### src/rtl/cts_cfg.svh
`ifndef CTS_CFG_SVH
`define CTS_CFG_SVH

// ==========================================================
// Register map (device register addresses)
`define CTS_ADDR_FAULT      8'h0d
`define CTS_ADDR_TERMCFG    8'h11

// ==========================================================
// Configuration register fields and reset value
`define CTS_TERMCFG_RESET   8'h40
`define CTS_CODE_MSB        7
`define CTS_CODE_LSB        5
`define CTS_BIT_DIV20       4
`define CTS_BIT_DIV10       3
`define CTS_BIT_DIV5        2
`define CTS_MODE_MSB        1
`define CTS_MODE_LSB        0

// ==========================================================
// Fault register fields
`define CTS_BIT_UPPER_OT    0

// ==========================================================
// Currents, in units of 0.1 mA
`define CTS_TERM_MIN        16'd125
`define CTS_TERM_MAX        16'd1700
`define CTS_TERM_C0         16'd125
`define CTS_TERM_C1         16'd325
`define CTS_TERM_C2         16'd525
`define CTS_TERM_C3         16'd725
`define CTS_TERM_C4         16'd925
`define CTS_TERM_C5         16'd1175
`define CTS_TERM_C6         16'd1425
`define CTS_TERM_C7         16'd1700
`define CTS_DIV20           16'd20
`define CTS_DIV10           16'd10
`define CTS_DIV5            16'd5
// Fast charge code to current: base plus code times step
`define CTS_ICHG_BASE       16'd500
`define CTS_ICHG_STEP       16'd500

`endif

### src/rtl/cts_pkg.sv
package cts_pkg;

    // ==========================================================
    // System-enable modes
    typedef enum logic [1:0] {
        CTS_SYSEN_LDO_OK,
        CTS_SYSEN_BATT_NODE,
        CTS_SYSEN_WEAK_ISO,
        CTS_SYSEN_LDO_OR_WEAK
    } cts_sysen_mode_t;

    // ==========================================================
    // Thermal state
    typedef enum logic {
        CTS_THERM_RUN,
        CTS_THERM_SHUTDOWN
    } cts_therm_state_t;

endpackage : cts_pkg

### src/rtl/cts_term_calc.sv
`timescale 1ns/100ps
`include "cts_cfg.svh"

module cts_term_calc (
    // Configuration fields
    input  wire logic [2:0]  termCurrentCode,
    input  wire logic        ratioDiv20,
    input  wire logic        ratioDiv10,
    input  wire logic        ratioDiv5,
    // Programmed charge current
    input  wire logic [4:0]  fastChargeCurrentCode,
    // Resulting end-of-charge current, 0.1 mA units
    output logic      [15:0] termCurrent
);

    // Fast charge current in 0.1 mA units
    logic [15:0] chargeCurrent;

    // Divide and clamp into the legal termination range
    function automatic logic [15:0] clampDiv(input logic [15:0] cur, input logic [15:0] div);
        logic [15:0] q;
        q = cur / div;
        if (q < `CTS_TERM_MIN) begin
            clampDiv = `CTS_TERM_MIN;
        end else if (q > `CTS_TERM_MAX) begin
            clampDiv = `CTS_TERM_MAX;
        end else begin
            clampDiv = q;
        end
    endfunction : clampDiv

    // Fast charge code converted to current
    assign chargeCurrent = 16'(`CTS_ICHG_BASE + 16'(fastChargeCurrentCode) * `CTS_ICHG_STEP);

    // Priority select: /20, then /10, then /5, then the code table
    always_comb begin
        if (ratioDiv20) begin
            termCurrent = clampDiv(chargeCurrent, `CTS_DIV20);  // [RL2]
        end else if (ratioDiv10) begin
            termCurrent = clampDiv(chargeCurrent, `CTS_DIV10);  // [RL3]
        end else if (ratioDiv5) begin
            termCurrent = clampDiv(chargeCurrent, `CTS_DIV5);   // [RL4]
        end else begin
            // Code alone sets the current [RL5]
            case (termCurrentCode)
                3'h0:    termCurrent = `CTS_TERM_C0;  // [RL1]
                3'h1:    termCurrent = `CTS_TERM_C1;
                3'h2:    termCurrent = `CTS_TERM_C2;
                3'h3:    termCurrent = `CTS_TERM_C3;
                3'h4:    termCurrent = `CTS_TERM_C4;
                3'h5:    termCurrent = `CTS_TERM_C5;
                3'h6:    termCurrent = `CTS_TERM_C6;
                default: termCurrent = `CTS_TERM_C7;
            endcase
        end
    end

endmodule : cts_term_calc

### src/rtl/cts_top.sv
`timescale 1ns/100ps
`include "cts_cfg.svh"

// Notes on behaviour
// RL1 - Code selects 12.5 to 170 mA; default 010
// RL2 - Divide-by-20 ratio wins, clamped 12.5-170 mA
// RL3 - Divide-by-10 next, clamped 12.5-170 mA
// RL4 - Divide-by-5 next, clamped 12.5-170 mA
// RL5 - No ratio bit: three-bit code alone
// RL6 - Mode 00: enable when regulator and system ok
// RL7 - Mode 01: enable from battery node voltage
// RL8 - Mode 10: enable; isolate battery below weak
// RL9 - Mode 10 isolation only without input, monitor on
// RL10 - Mode 11: regulator without charge, else weak check
// RL11 - Over 140 C the device shuts off
// RL12 - Restart needs below 110 C and fault cleared
// RL13 - Fault clears by power cycle or write-one

module cts_top (
    // Clock, reset, enable
    input  wire logic        mclk,
    input  wire logic        rst,
    input  wire logic        clkEn,
    // Internal register port behind the serial interface
    input  wire logic        regWrEn,
    input  wire logic        regRdEn,
    input  wire logic [7:0]  regAddr,
    input  wire logic [7:0]  regWrData,
    output logic      [7:0]  regRdData,
    // Charger status
    input  wire logic [4:0]  fastChargeCurrentCode,
    input  wire logic        ldoActive,
    input  wire logic        systemVoltageOk,
    input  wire logic        chargeEnable,
    input  wire logic        batteryNodeAboveWeak,
    input  wire logic        inputSupplyZero,
    input  wire logic        inputSupplyPowerCycle,
    input  wire logic        batteryMonitorEnable,
    // Thermal comparators
    input  wire logic        dieAbove140,
    input  wire logic        dieBelow110,
    // Outputs to the charger
    output logic      [15:0] termCurrent,
    output logic             systemEnableOutput,
    output logic             isoSwitchDisable,
    output logic             deviceShutdown
);

    // ==========================================================
    // Storage
    logic [7:0]                  termCfg_q;        // Termination and sysen configuration
    logic                        upperOtFault_q;   // Upper overtemperature fault flag
    cts_pkg::cts_therm_state_t   thermState_q;     // Running or shut down
    logic                        isoLatched_q;     // Battery isolation latched off
    logic [15:0]                 termCurrentNext;  // Decoded termination current
    cts_pkg::cts_sysen_mode_t    sysenMode;        // Mode field as enum
    logic                        sysEnable_d;      // Next system enable
    logic                        isoArmed;         // Mode 10 isolation conditions met
    logic                        cfgWrite;         // Write to configuration register
    logic                        faultWrite;       // Write to fault register

    assign cfgWrite   = clkEn && regWrEn && (regAddr == `CTS_ADDR_TERMCFG);
    assign faultWrite = clkEn && regWrEn && (regAddr == `CTS_ADDR_FAULT);
    assign sysenMode  = cts_pkg::cts_sysen_mode_t'(termCfg_q[`CTS_MODE_MSB:`CTS_MODE_LSB]);

    // ==========================================================
    // Configuration register
    always_ff @(posedge mclk) begin
        if (rst) begin
            termCfg_q <= `CTS_TERMCFG_RESET;  // [RL1]
        end else if (cfgWrite) begin
            termCfg_q <= regWrData;
        end
    end

    // ==========================================================
    // Read data, registered on a read strobe
    always_ff @(posedge mclk) begin
        if (rst) begin
            regRdData <= 8'h00;
        end else if (clkEn && regRdEn) begin
            case (regAddr)
                `CTS_ADDR_TERMCFG: regRdData <= termCfg_q;
                `CTS_ADDR_FAULT:   regRdData <= {7'h00, upperOtFault_q};
                default:           regRdData <= 8'h00;
            endcase
        end
    end

    // ==========================================================
    // Termination current decode
    cts_term_calc u_term_calc (
        .termCurrentCode       (termCfg_q[`CTS_CODE_MSB:`CTS_CODE_LSB]),
        .ratioDiv20            (termCfg_q[`CTS_BIT_DIV20]),
        .ratioDiv10            (termCfg_q[`CTS_BIT_DIV10]),
        .ratioDiv5             (termCfg_q[`CTS_BIT_DIV5]),
        .fastChargeCurrentCode (fastChargeCurrentCode),
        .termCurrent           (termCurrentNext)
    );

    // Registered termination current
    always_ff @(posedge mclk) begin
        if (rst) begin
            termCurrent <= `CTS_TERM_C2;
        end else if (clkEn) begin
            termCurrent <= termCurrentNext;  // [RL2] [RL3] [RL4] [RL5]
        end
    end

    // ==========================================================
    // Upper overtemperature fault flag; a set beats a clear
    always_ff @(posedge mclk) begin
        if (rst) begin
            upperOtFault_q <= 1'b0;
        end else if (clkEn) begin
            if (dieAbove140) begin
                upperOtFault_q <= 1'b1;  // [RL11]
            end else if (inputSupplyPowerCycle) begin
                upperOtFault_q <= 1'b0;  // [RL13]
            end else if (faultWrite && regWrData[`CTS_BIT_UPPER_OT]) begin
                upperOtFault_q <= 1'b0;  // [RL13]
            end
        end
    end

    // ==========================================================
    // Thermal shutdown state machine
    always_ff @(posedge mclk) begin
        if (rst) begin
            thermState_q <= cts_pkg::CTS_THERM_RUN;
        end else if (clkEn) begin
            case (thermState_q)
                cts_pkg::CTS_THERM_RUN: begin
                    if (dieAbove140) begin
                        thermState_q <= cts_pkg::CTS_THERM_SHUTDOWN;  // [RL11]
                    end
                end
                cts_pkg::CTS_THERM_SHUTDOWN: begin
                    // Both cool die and cleared flag are needed
                    if (dieBelow110 && !upperOtFault_q && !dieAbove140) begin
                        thermState_q <= cts_pkg::CTS_THERM_RUN;  // [RL12]
                    end
                end
                default: begin
                    thermState_q <= cts_pkg::CTS_THERM_SHUTDOWN;
                end
            endcase
        end
    end

    // Shutdown output follows the state
    always_ff @(posedge mclk) begin
        if (rst) begin
            deviceShutdown <= 1'b0;
        end else if (clkEn) begin
            deviceShutdown <= (thermState_q == cts_pkg::CTS_THERM_SHUTDOWN) || dieAbove140;  // [RL11]
        end
    end

    // ==========================================================
    // Mode 10 isolation: only with no input and monitor enabled
    assign isoArmed = (sysenMode == cts_pkg::CTS_SYSEN_WEAK_ISO)
                      && inputSupplyZero && batteryMonitorEnable;  // [RL9]

    // Latch isolation once the battery drops below weak
    always_ff @(posedge mclk) begin
        if (rst) begin
            isoLatched_q <= 1'b0;
        end else if (clkEn) begin
            if (!isoArmed) begin
                isoLatched_q <= 1'b0;
            end else if (!batteryNodeAboveWeak) begin
                isoLatched_q <= 1'b1;  // [RL8]
            end
        end
    end

    // Isolation switch drive
    always_ff @(posedge mclk) begin
        if (rst) begin
            isoSwitchDisable <= 1'b0;
        end else if (clkEn) begin
            isoSwitchDisable <= isoArmed && (isoLatched_q || !batteryNodeAboveWeak);  // [RL8]
        end
    end

    // ==========================================================
    // System enable mode decode
    always_comb begin
        case (sysenMode)
            cts_pkg::CTS_SYSEN_LDO_OK: begin
                sysEnable_d = ldoActive && systemVoltageOk;  // [RL6]
            end
            cts_pkg::CTS_SYSEN_BATT_NODE: begin
                sysEnable_d = batteryNodeAboveWeak;  // [RL7]
            end
            cts_pkg::CTS_SYSEN_WEAK_ISO: begin
                sysEnable_d = 1'b1;  // [RL8]
            end
            cts_pkg::CTS_SYSEN_LDO_OR_WEAK: begin
                // Regulator mode without charging, else weak check
                sysEnable_d = chargeEnable ? batteryNodeAboveWeak : ldoActive;  // [RL10]
            end
            default: begin
                sysEnable_d = 1'b0;
            end
        endcase
    end

    // Registered system enable, dropped in shutdown
    always_ff @(posedge mclk) begin
        if (rst) begin
            systemEnableOutput <= 1'b0;
        end else if (clkEn) begin
            // A hot die drops the enable at once, not one cycle after the state moves
            systemEnableOutput <= sysEnable_d && (thermState_q == cts_pkg::CTS_THERM_RUN)
                                  && !dieAbove140;  // [RL11]
        end
    end

endmodule : cts_top

### config.mk
export PLATFORM = sky130hd
export DESIGN_NAME = cts_top
export DESIGN_NICKNAME = d
export VERILOG_FILES = /design/src/rtl/cts_pkg.sv /design/src/rtl/cts_term_calc.sv /design/src/rtl/cts_top.sv
export VERILOG_INCLUDE_DIRS = /design/src /design/src/rtl
export SDC_FILE = /design/constraint.sdc
export NUM_CORES = 1
export LEC_CHECK = 0
export BUFFER_PORTS_ARGS = -buffer_cell sky130_fd_sc_hd__buf_2
export CAP_MARGIN = 5
export CORE_AREA = 2 2 170 172
export DETAILED_ROUTE_END_ITERATION = 6
export DIE_AREA = 0 0 172 174
export PLACE_DENSITY = 0.44
export SYNTH_ARGS = -nofsm -noshare
export SYNTH_HDL_FRONTEND = slang
export SYNTH_HIERARCHICAL = 1
export SYNTH_SLANG_ARGS = --single-unit
### constraint.sdc
create_clock -name mclk -period 41.7 [get_ports mclk]
set_input_delay 10.425 -clock mclk [delete_from_list [all_inputs] [get_ports mclk]]
set_output_delay 10.425 -clock mclk [all_outputs]
set_load 0.005 [all_outputs]
# After elaboration in Yosys (flattened, before gate mapping)
# Index checks and enable logic that the tools add are counted.
[classes]
eq_ne = 12
magnitude_cmp = 6
n_mux = 21
mul = 1
bitwise_logic = 1
reduce_logical = 23
div = 3
add_sub_neg = 1
[op_table]
columns = ["cell", "n"]
rows = [
  ["$mux W16", 9],
  ["$pmux W11 S7", 1],
  ["$gt A16 B11 Y1 const B", 3],
  ["$lt A16 B7 Y1 const B", 3],
  ["$div A16 B3 Y16 const B", 1],
  ["$div A16 B4 Y16 const B", 1],
  ["$div A16 B5 Y16 const B", 1],
  ["$pmux W8 S2", 1],
  ["$add A9 B14 Y15 const A", 1],
  ["$logic_and A1 B1 Y1", 13],
  ["$mul A5 B7 Y12 const B", 1],
  ["$eq A3 B3 Y1 const B", 3],
  ["$eq A8 B4 Y1 const B", 1],
  ["$eq A8 B5 Y1 const B", 1],
  ["$mux W1", 8],
  ["$eq A3 B2 Y1 const B", 2],
  ["$eq A2 B2 Y1 const B", 2],
  ["$pmux W1 S4", 1],
  ["$reduce_and A2 Y1", 2],
  ["$eq A3 B1 Y1 const B", 1],
  ["$logic_not A1 Y1", 3],
  ["$logic_not A3 Y1", 1],
  ["$reduce_bool A3 Y1", 1],
  ["$eq A2 B1 Y1 const B", 1],
  ["other kinds (5)", 6],
]
[word_totals]
ff_bits = 38
wordCells = 77
output_inout_bits = 27
in_bits = 35

# Logic depth before layout (Yosys ltp)
[depth]
depth_word = 9
ltp_mapped = 50
depth_no_buf = 45

# Modules after synthesis
# The synthesis kept the hierarchy.
[by_module_without_submodules]
columns = ["mod", "area_per_inst_um2", "cells_each", "n_inst"]
rows = [
  ["cts_term_calc", 6779.0, 952, 1],
  ["cts_top", 1554.0, 162, 1],
]

# Worst setup path before layout
# OpenSTA, ideal clock, no wires.
[synth_timing]
path_type = "input to register"
start = "input fastChargeCurrentCode[2]"
end = "register termCurrent[0]"
arrival_time_ns = 21.123
setup_slack_ns = 20.448
t_required_ns = 41.570
n_path_buf = 2
setup_ns = 0.130
path_stages = 47
path_cell_list = "fa_1 -> fa_1 -> inv_1 -> fa_1 -> inv_1 -> ha_1 -> nor2_1 -> a211o_1 -> a32oi_2 -> xnor2_1 -> buf_2 -> o2111ai_1 -> o31a_1 -> a21oi_2 -> mux2_2 -> nand4_4 -> mux2i_2 -> nor2_1 -> (+11 left out) -> xnor2_1 -> a311oi_2 -> o41ai_4 -> nor2_1 -> xnor2_1 -> ha_1 -> nand2_1 -> a21oi_1 -> mux2_1 -> o2111a_1 -> o221ai_1 -> or4_1 -> a21oi_1 -> o211a_1 -> o21ai_1 -> o211a_1 -> mux2i_1 -> nand2_1"
[synth_via]
elab_chain_cells = 9
elab_cells_between_ends = 20
classes_between = "add/sub (1); mul (1); div (3); order compare (6); mux (9)"
[synth_lines]
columns = ["element", "line_no", "text"]
rows = [
  ["start, declared", "cts_top.sv:31", "input wire logic [4:0] fastChargeCurrentCode,"],
  ["$mul A5 B7 Y12 (no source line) *", "-", ""],
  ["$add A9 B14 Y15 (no source line) *", "-", ""],
  ["$div A16 B3 Y16", "cts_term_calc.sv:22", "q = cur / div;"],
  ["$gt A16 B11 Y1 (no source line)", "-", ""],
  ["$mux W16", "cts_term_calc.sv:25", "end else if (q > `CTS_TERM_MAX) begin"],
  ["$mux W16", "cts_term_calc.sv:23", "if (q < `CTS_TERM_MIN) begin"],
  ["$mux W16", "cts_term_calc.sv:41", "end else if (ratioDiv5) begin"],
  ["$mux W16", "cts_term_calc.sv:39", "end else if (ratioDiv10) begin"],
  ["$mux W16 *", "cts_term_calc.sv:37", "if (ratioDiv20) begin"],
  ["named net termCurrentNext[0]", "cts_top.sv:55", "logic [15:0] termCurrentNext;"],
  ["end signal, assigned", "cts_top.sv:104", "termCurrent <= `CTS_TERM_C2;"],
  ["end signal, assigned", "cts_top.sv:106", "termCurrent <= termCurrentNext;"],
  ["end, declared", "cts_top.sv:43", "output logic [15:0] termCurrent,"],
]
# The timed path passes the listed nets; every way through them passes the cells marked *.
# A chain may end at the register's enable or synchronous reset.

# Worst setup path after layout
[layout_timing]
start = "input fastChargeCurrentCode[0]"
end = "register termCurrent[9]"
# Same word-level chain as after synthesis.

==> results.txt <==
The tree is rooted in a sky130_fd_sc_hd__clkbuf_16. The clock latency at the later pin of the worst-skew pair came out at ~0.28 ns. The total number of placement rows is 62. The share of synthesized area in the top cell type comes to 0.0913.

The number of antenna violations at the first check in global routing is 0. The dominant register cell in the synthesized netlist is sky130_fd_sc_hd__dfxtp_1. TritonCTS built the clock tree. The ratio of final minimum period to clock period is 0.576.

In the final routed layout, each cell accounts on average for around 19 µm. The worst path meets setup with around 18 ns of slack. STA classifies the critical path endpoint as a flip-flop.

Max-cap violations in this run came to 0. Between clock sinks in the finished design, the worst skew comes to about 0.004 ns. No sink is reached through more buffers than the 2 on the longest clock path. The final-report setup violation count came out at 0. In this design, the largest share of critical-path delay is due to compound AO/OA/AOI/OAI gates. The first global-routing pass estimated about 46 mm of wire. The run finished with clean final reports. The final layout contains routed wiring with a total length of ~29 mm.

For the worst setup path, the data arrival time is about 24 ns. The number of flops mapped to enable cells by yosys is 0. Synthesis produced a netlist whose cell count is approximately 1100. The layout overhead on the synthesized area is 8.12%.

Of the synthesized area, sequential elements account for 0.0913. The number of hold buffers added after CTS is 0. The clock-pin slew on the worst setup and hold paths came out at roughly 0.06 ns. The required time at the endpoint of the critical path is 41.85 ns.

The maximum clock rate came out at around 0.042 GHz. Setup repair after global routing left no endpoint under its margin. The global-route total usage across every layer is 0.188. The total vias in the final route is ~9000.

The H-tree was split into 2 levels. The delay of the slowest cell on the worst path is approximately 0.85 ns. The remaining antenna violation count is 0. The post-synth design cell area came out at 0.00833 mm².

The share of flip-flops with an asynchronous set or reset after synthesis came out at 0. The area of the core came out at 0.0282 mm². The pin count of the biggest net entering global routing is 32. The total die area is 0.0299 mm². The count of cells in the finished layout, fillers not included, comes to between 1500 and 2000. STA classifies the critical path startpoint as an input port. The HPWL reported at the end of detailed placement is approximately 23 mm. Headroom to the max-slew limit came out at 0.324. By area the synthesized netlist is led by sky130_fd_sc_hd__dfxtp_1, sky130_fd_sc_hd__nand2_1, sky130_fd_sc_hd__ha_1. The number of gates given a new drive strength after cts is 0. In the final design database the tool counted approximately 1200 nets. The number of global-route vias before repair is roughly 8600. The number of buffers inserted to repair setup after CTS is 0. The number of register bits inferred by synthesis came out at 38. After detailed placement, the total cell area comes to about 0.0089 mm². For the pin with the worst max-slew slack, the measured transition is just over 1 ns. The count of unique library cells instantiated by Yosys came out at between 100 and 150. The clock sink count came out at 38.

The global route total overflow is 0. After the first detailed-routing iteration, the DRC count stood at ~700. The final critical path time including I/O delays and setup came out at 24.03 ns. The number of I/O pins came out at 62. The leading area contributor after synthesis is sky130_fd_sc_hd__dfxtp_1. The die is 174 µm tall.

The critical path start-end classification is in -> reg. The first TritonRoute pass finished after 5 iterations. The path class of the tightest hold or removal check is reg -> reg.

The final cell area excluding filler cells is 0.00901 mm². For this configuration, the core starts out at a cell density of 0.295. In the routed layout, each cell is associated on average with a via count of between 5 and 6. The worst setup timing slack at the placement stage is approximately 18 ns. The floorplan step set the die width to ~170 µm. The final-layout fill cell count is roughly 3100. The DRC violation count after routing is 0.

In the layout the commonest cells are sky130_fd_sc_hd__nand2_1, sky130_fd_sc_hd__nor2_1, sky130_fd_sc_hd__a21oi_1, sky130_fd_sc_hd__buf_2, sky130_fd_sc_hd__o21ai_0. The max-slew violation count came out at 0. The total number of yosys warnings came out at 6. Of all nets on the critical path, the largest fanout is 19.

The number of diodes added for antenna fixing is 0. The CTS buffer count came out at 5. The number of hold violations in the final report came out at 0. Leaving out fill and tap cells, the most frequent cell in the layout is sky130_fd_sc_hd__nand2_1. The ratio of cells with drive above 1 in the final layout came out at 0.163. Setup total negative slack on the finished layout was measured at 0 ns. On the critical path, the stage with the largest delay is an instance of sky130_fd_sc_hd__xnor2_1. The count of input and output buffers came out at between 60 and 70. The buffer and inverter count on the worst path came out at 2. The mean area per synthesized cell is 7.48 µm². The number of placed cells counting well taps came out at roughly 1500. The final RePlAce weighted congestion came out at 0.874.
-- routing by layer --
| layer | wire length [µm] | share of wire | global-route usage | vias to the layer above |
|---|---|---|---|---|
| li1 | - | - | - | 4318 |
| met1 | 13700 | 0.48 | 0.272 | 4322 |
| met2 | 13200 | 0.46 | 0.304 | 340 |
| met3 | 1310 | 0.046 | 0.0159 | 43 |
| met4 | 477 | 0.017 | 0.0410 | 0 |
| met5 | 0 | 0 | 0 | - |
-- flip-flops by register name (all words and copies together) (netlist names) --
| signal | cells |
|---|---|
| deviceShutdown | 1 |
| isoLatched_q | 1 |
| isoSwitchDisable | 1 |
| regRdData | 8 |
| systemEnableOutput | 1 |
| termCfg_q | 8 |
| termCurrent | 16 |
| thermState_q | 1 |
| upperOtFault_q | 1 |
-- path summary, 6_finish.rpt --
path / endpoint / slack (ns) / cells past startpoint / from
setup / recovery: termCurrent[9] / 17.67 / 40 / fastChargeCurrentCode[0]
hold / removal: regRdData[3] / 0.45 / 2 / regRdData[3]
setup reg to reg: termCurrent[5] / 39.70 / 6 / termCfg_q[4]
hold reg to reg: regRdData[3] / 0.45 / 2 / regRdData[3]
-- worst register-to-register path, cell delays in order, from the launching register on --
cell and delay, ns:
sky130_fd_sc_hd__dfxtp_1 0.55, sky130_fd_sc_hd__or3_1 0.50, sky130_fd_sc_hd__nor3b_1 0.36, sky130_fd_sc_hd__a31oi_1 0.08, sky130_fd_sc_hd__o211a_1 0.20, sky130_fd_sc_hd__mux2i_1 0.13, sky130_fd_sc_hd__nor2_1 0.05
-- synthesized netlist by cell type (11+ instances only) --
cell	number
sky130_fd_sc_hd__o21ai_0	41
sky130_fd_sc_hd__a21o_1	15
sky130_fd_sc_hd__o21ai_1	18
sky130_fd_sc_hd__and3_1	13
sky130_fd_sc_hd__a211oi_1	20
sky130_fd_sc_hd__or3_1	12
sky130_fd_sc_hd__a31oi_1	19
sky130_fd_sc_hd__buf_2	14
sky130_fd_sc_hd__o211ai_1	12
sky130_fd_sc_hd__nor4_1	13
sky130_fd_sc_hd__inv_1	34
sky130_fd_sc_hd__nor3_1	39
sky130_fd_sc_hd__nand2b_1	13
sky130_fd_sc_hd__dfxtp_1	38
sky130_fd_sc_hd__o211a_1	14
sky130_fd_sc_hd__xor2_1	11
sky130_fd_sc_hd__o22ai_1	13
sky130_fd_sc_hd__a21oi_1	69
sky130_fd_sc_hd__clkbuf_1	28
sky130_fd_sc_hd__xnor2_1	33
sky130_fd_sc_hd__mux2i_1	39
sky130_fd_sc_hd__nand3_1	39
sky130_fd_sc_hd__nand2_1	112
sky130_fd_sc_hd__nand4_1	19
sky130_fd_sc_hd__ha_1	32
sky130_fd_sc_hd__nor2_1	99
sky130_fd_sc_hd__and2_1	17
-- cell families after synthesis --
kind of cell               after synthesis  share of synthesized area
adders and majority gates               44                     0.0745
DFF                                     38                     0.0913
xor gates and xnor gates                54                     0.0671
and+or+nand+nor                        444                      0.283
buffers and inverters                   93                     0.0545
other                                    1                   0.000450
AOI/OAI and AO/OA                      390                      0.362
muxes                                   50                     0.0665
-- final cells by class --
type	instances	area (µm²)	area share
clock buffer	5	125	0.0139
clock inverter	2	10.0	0.00111
multi-input combinational	987	7130	0.792
inverter	36	135	0.0150
tap	384	480	0.0533
sequential	38	761	0.0844
timing repair buffer	69	365	0.0405
-- per-stage QoR --
| step | utilization | hold slack, ns |
|---|---|---|
| global placement | 0.314 | 0.442 |
| detailed placement | 0.314 | 0.443 |
| CTS | 0.319 | 0.451 |
| floorplan | - | 0.447 |
| finish | 0.319 | 0.447 |
| global route | 0.319 | 0.469 |
Power is not shown: default switching activity piles up to over one toggle a cycle in this logic, so the estimate is an artifact.
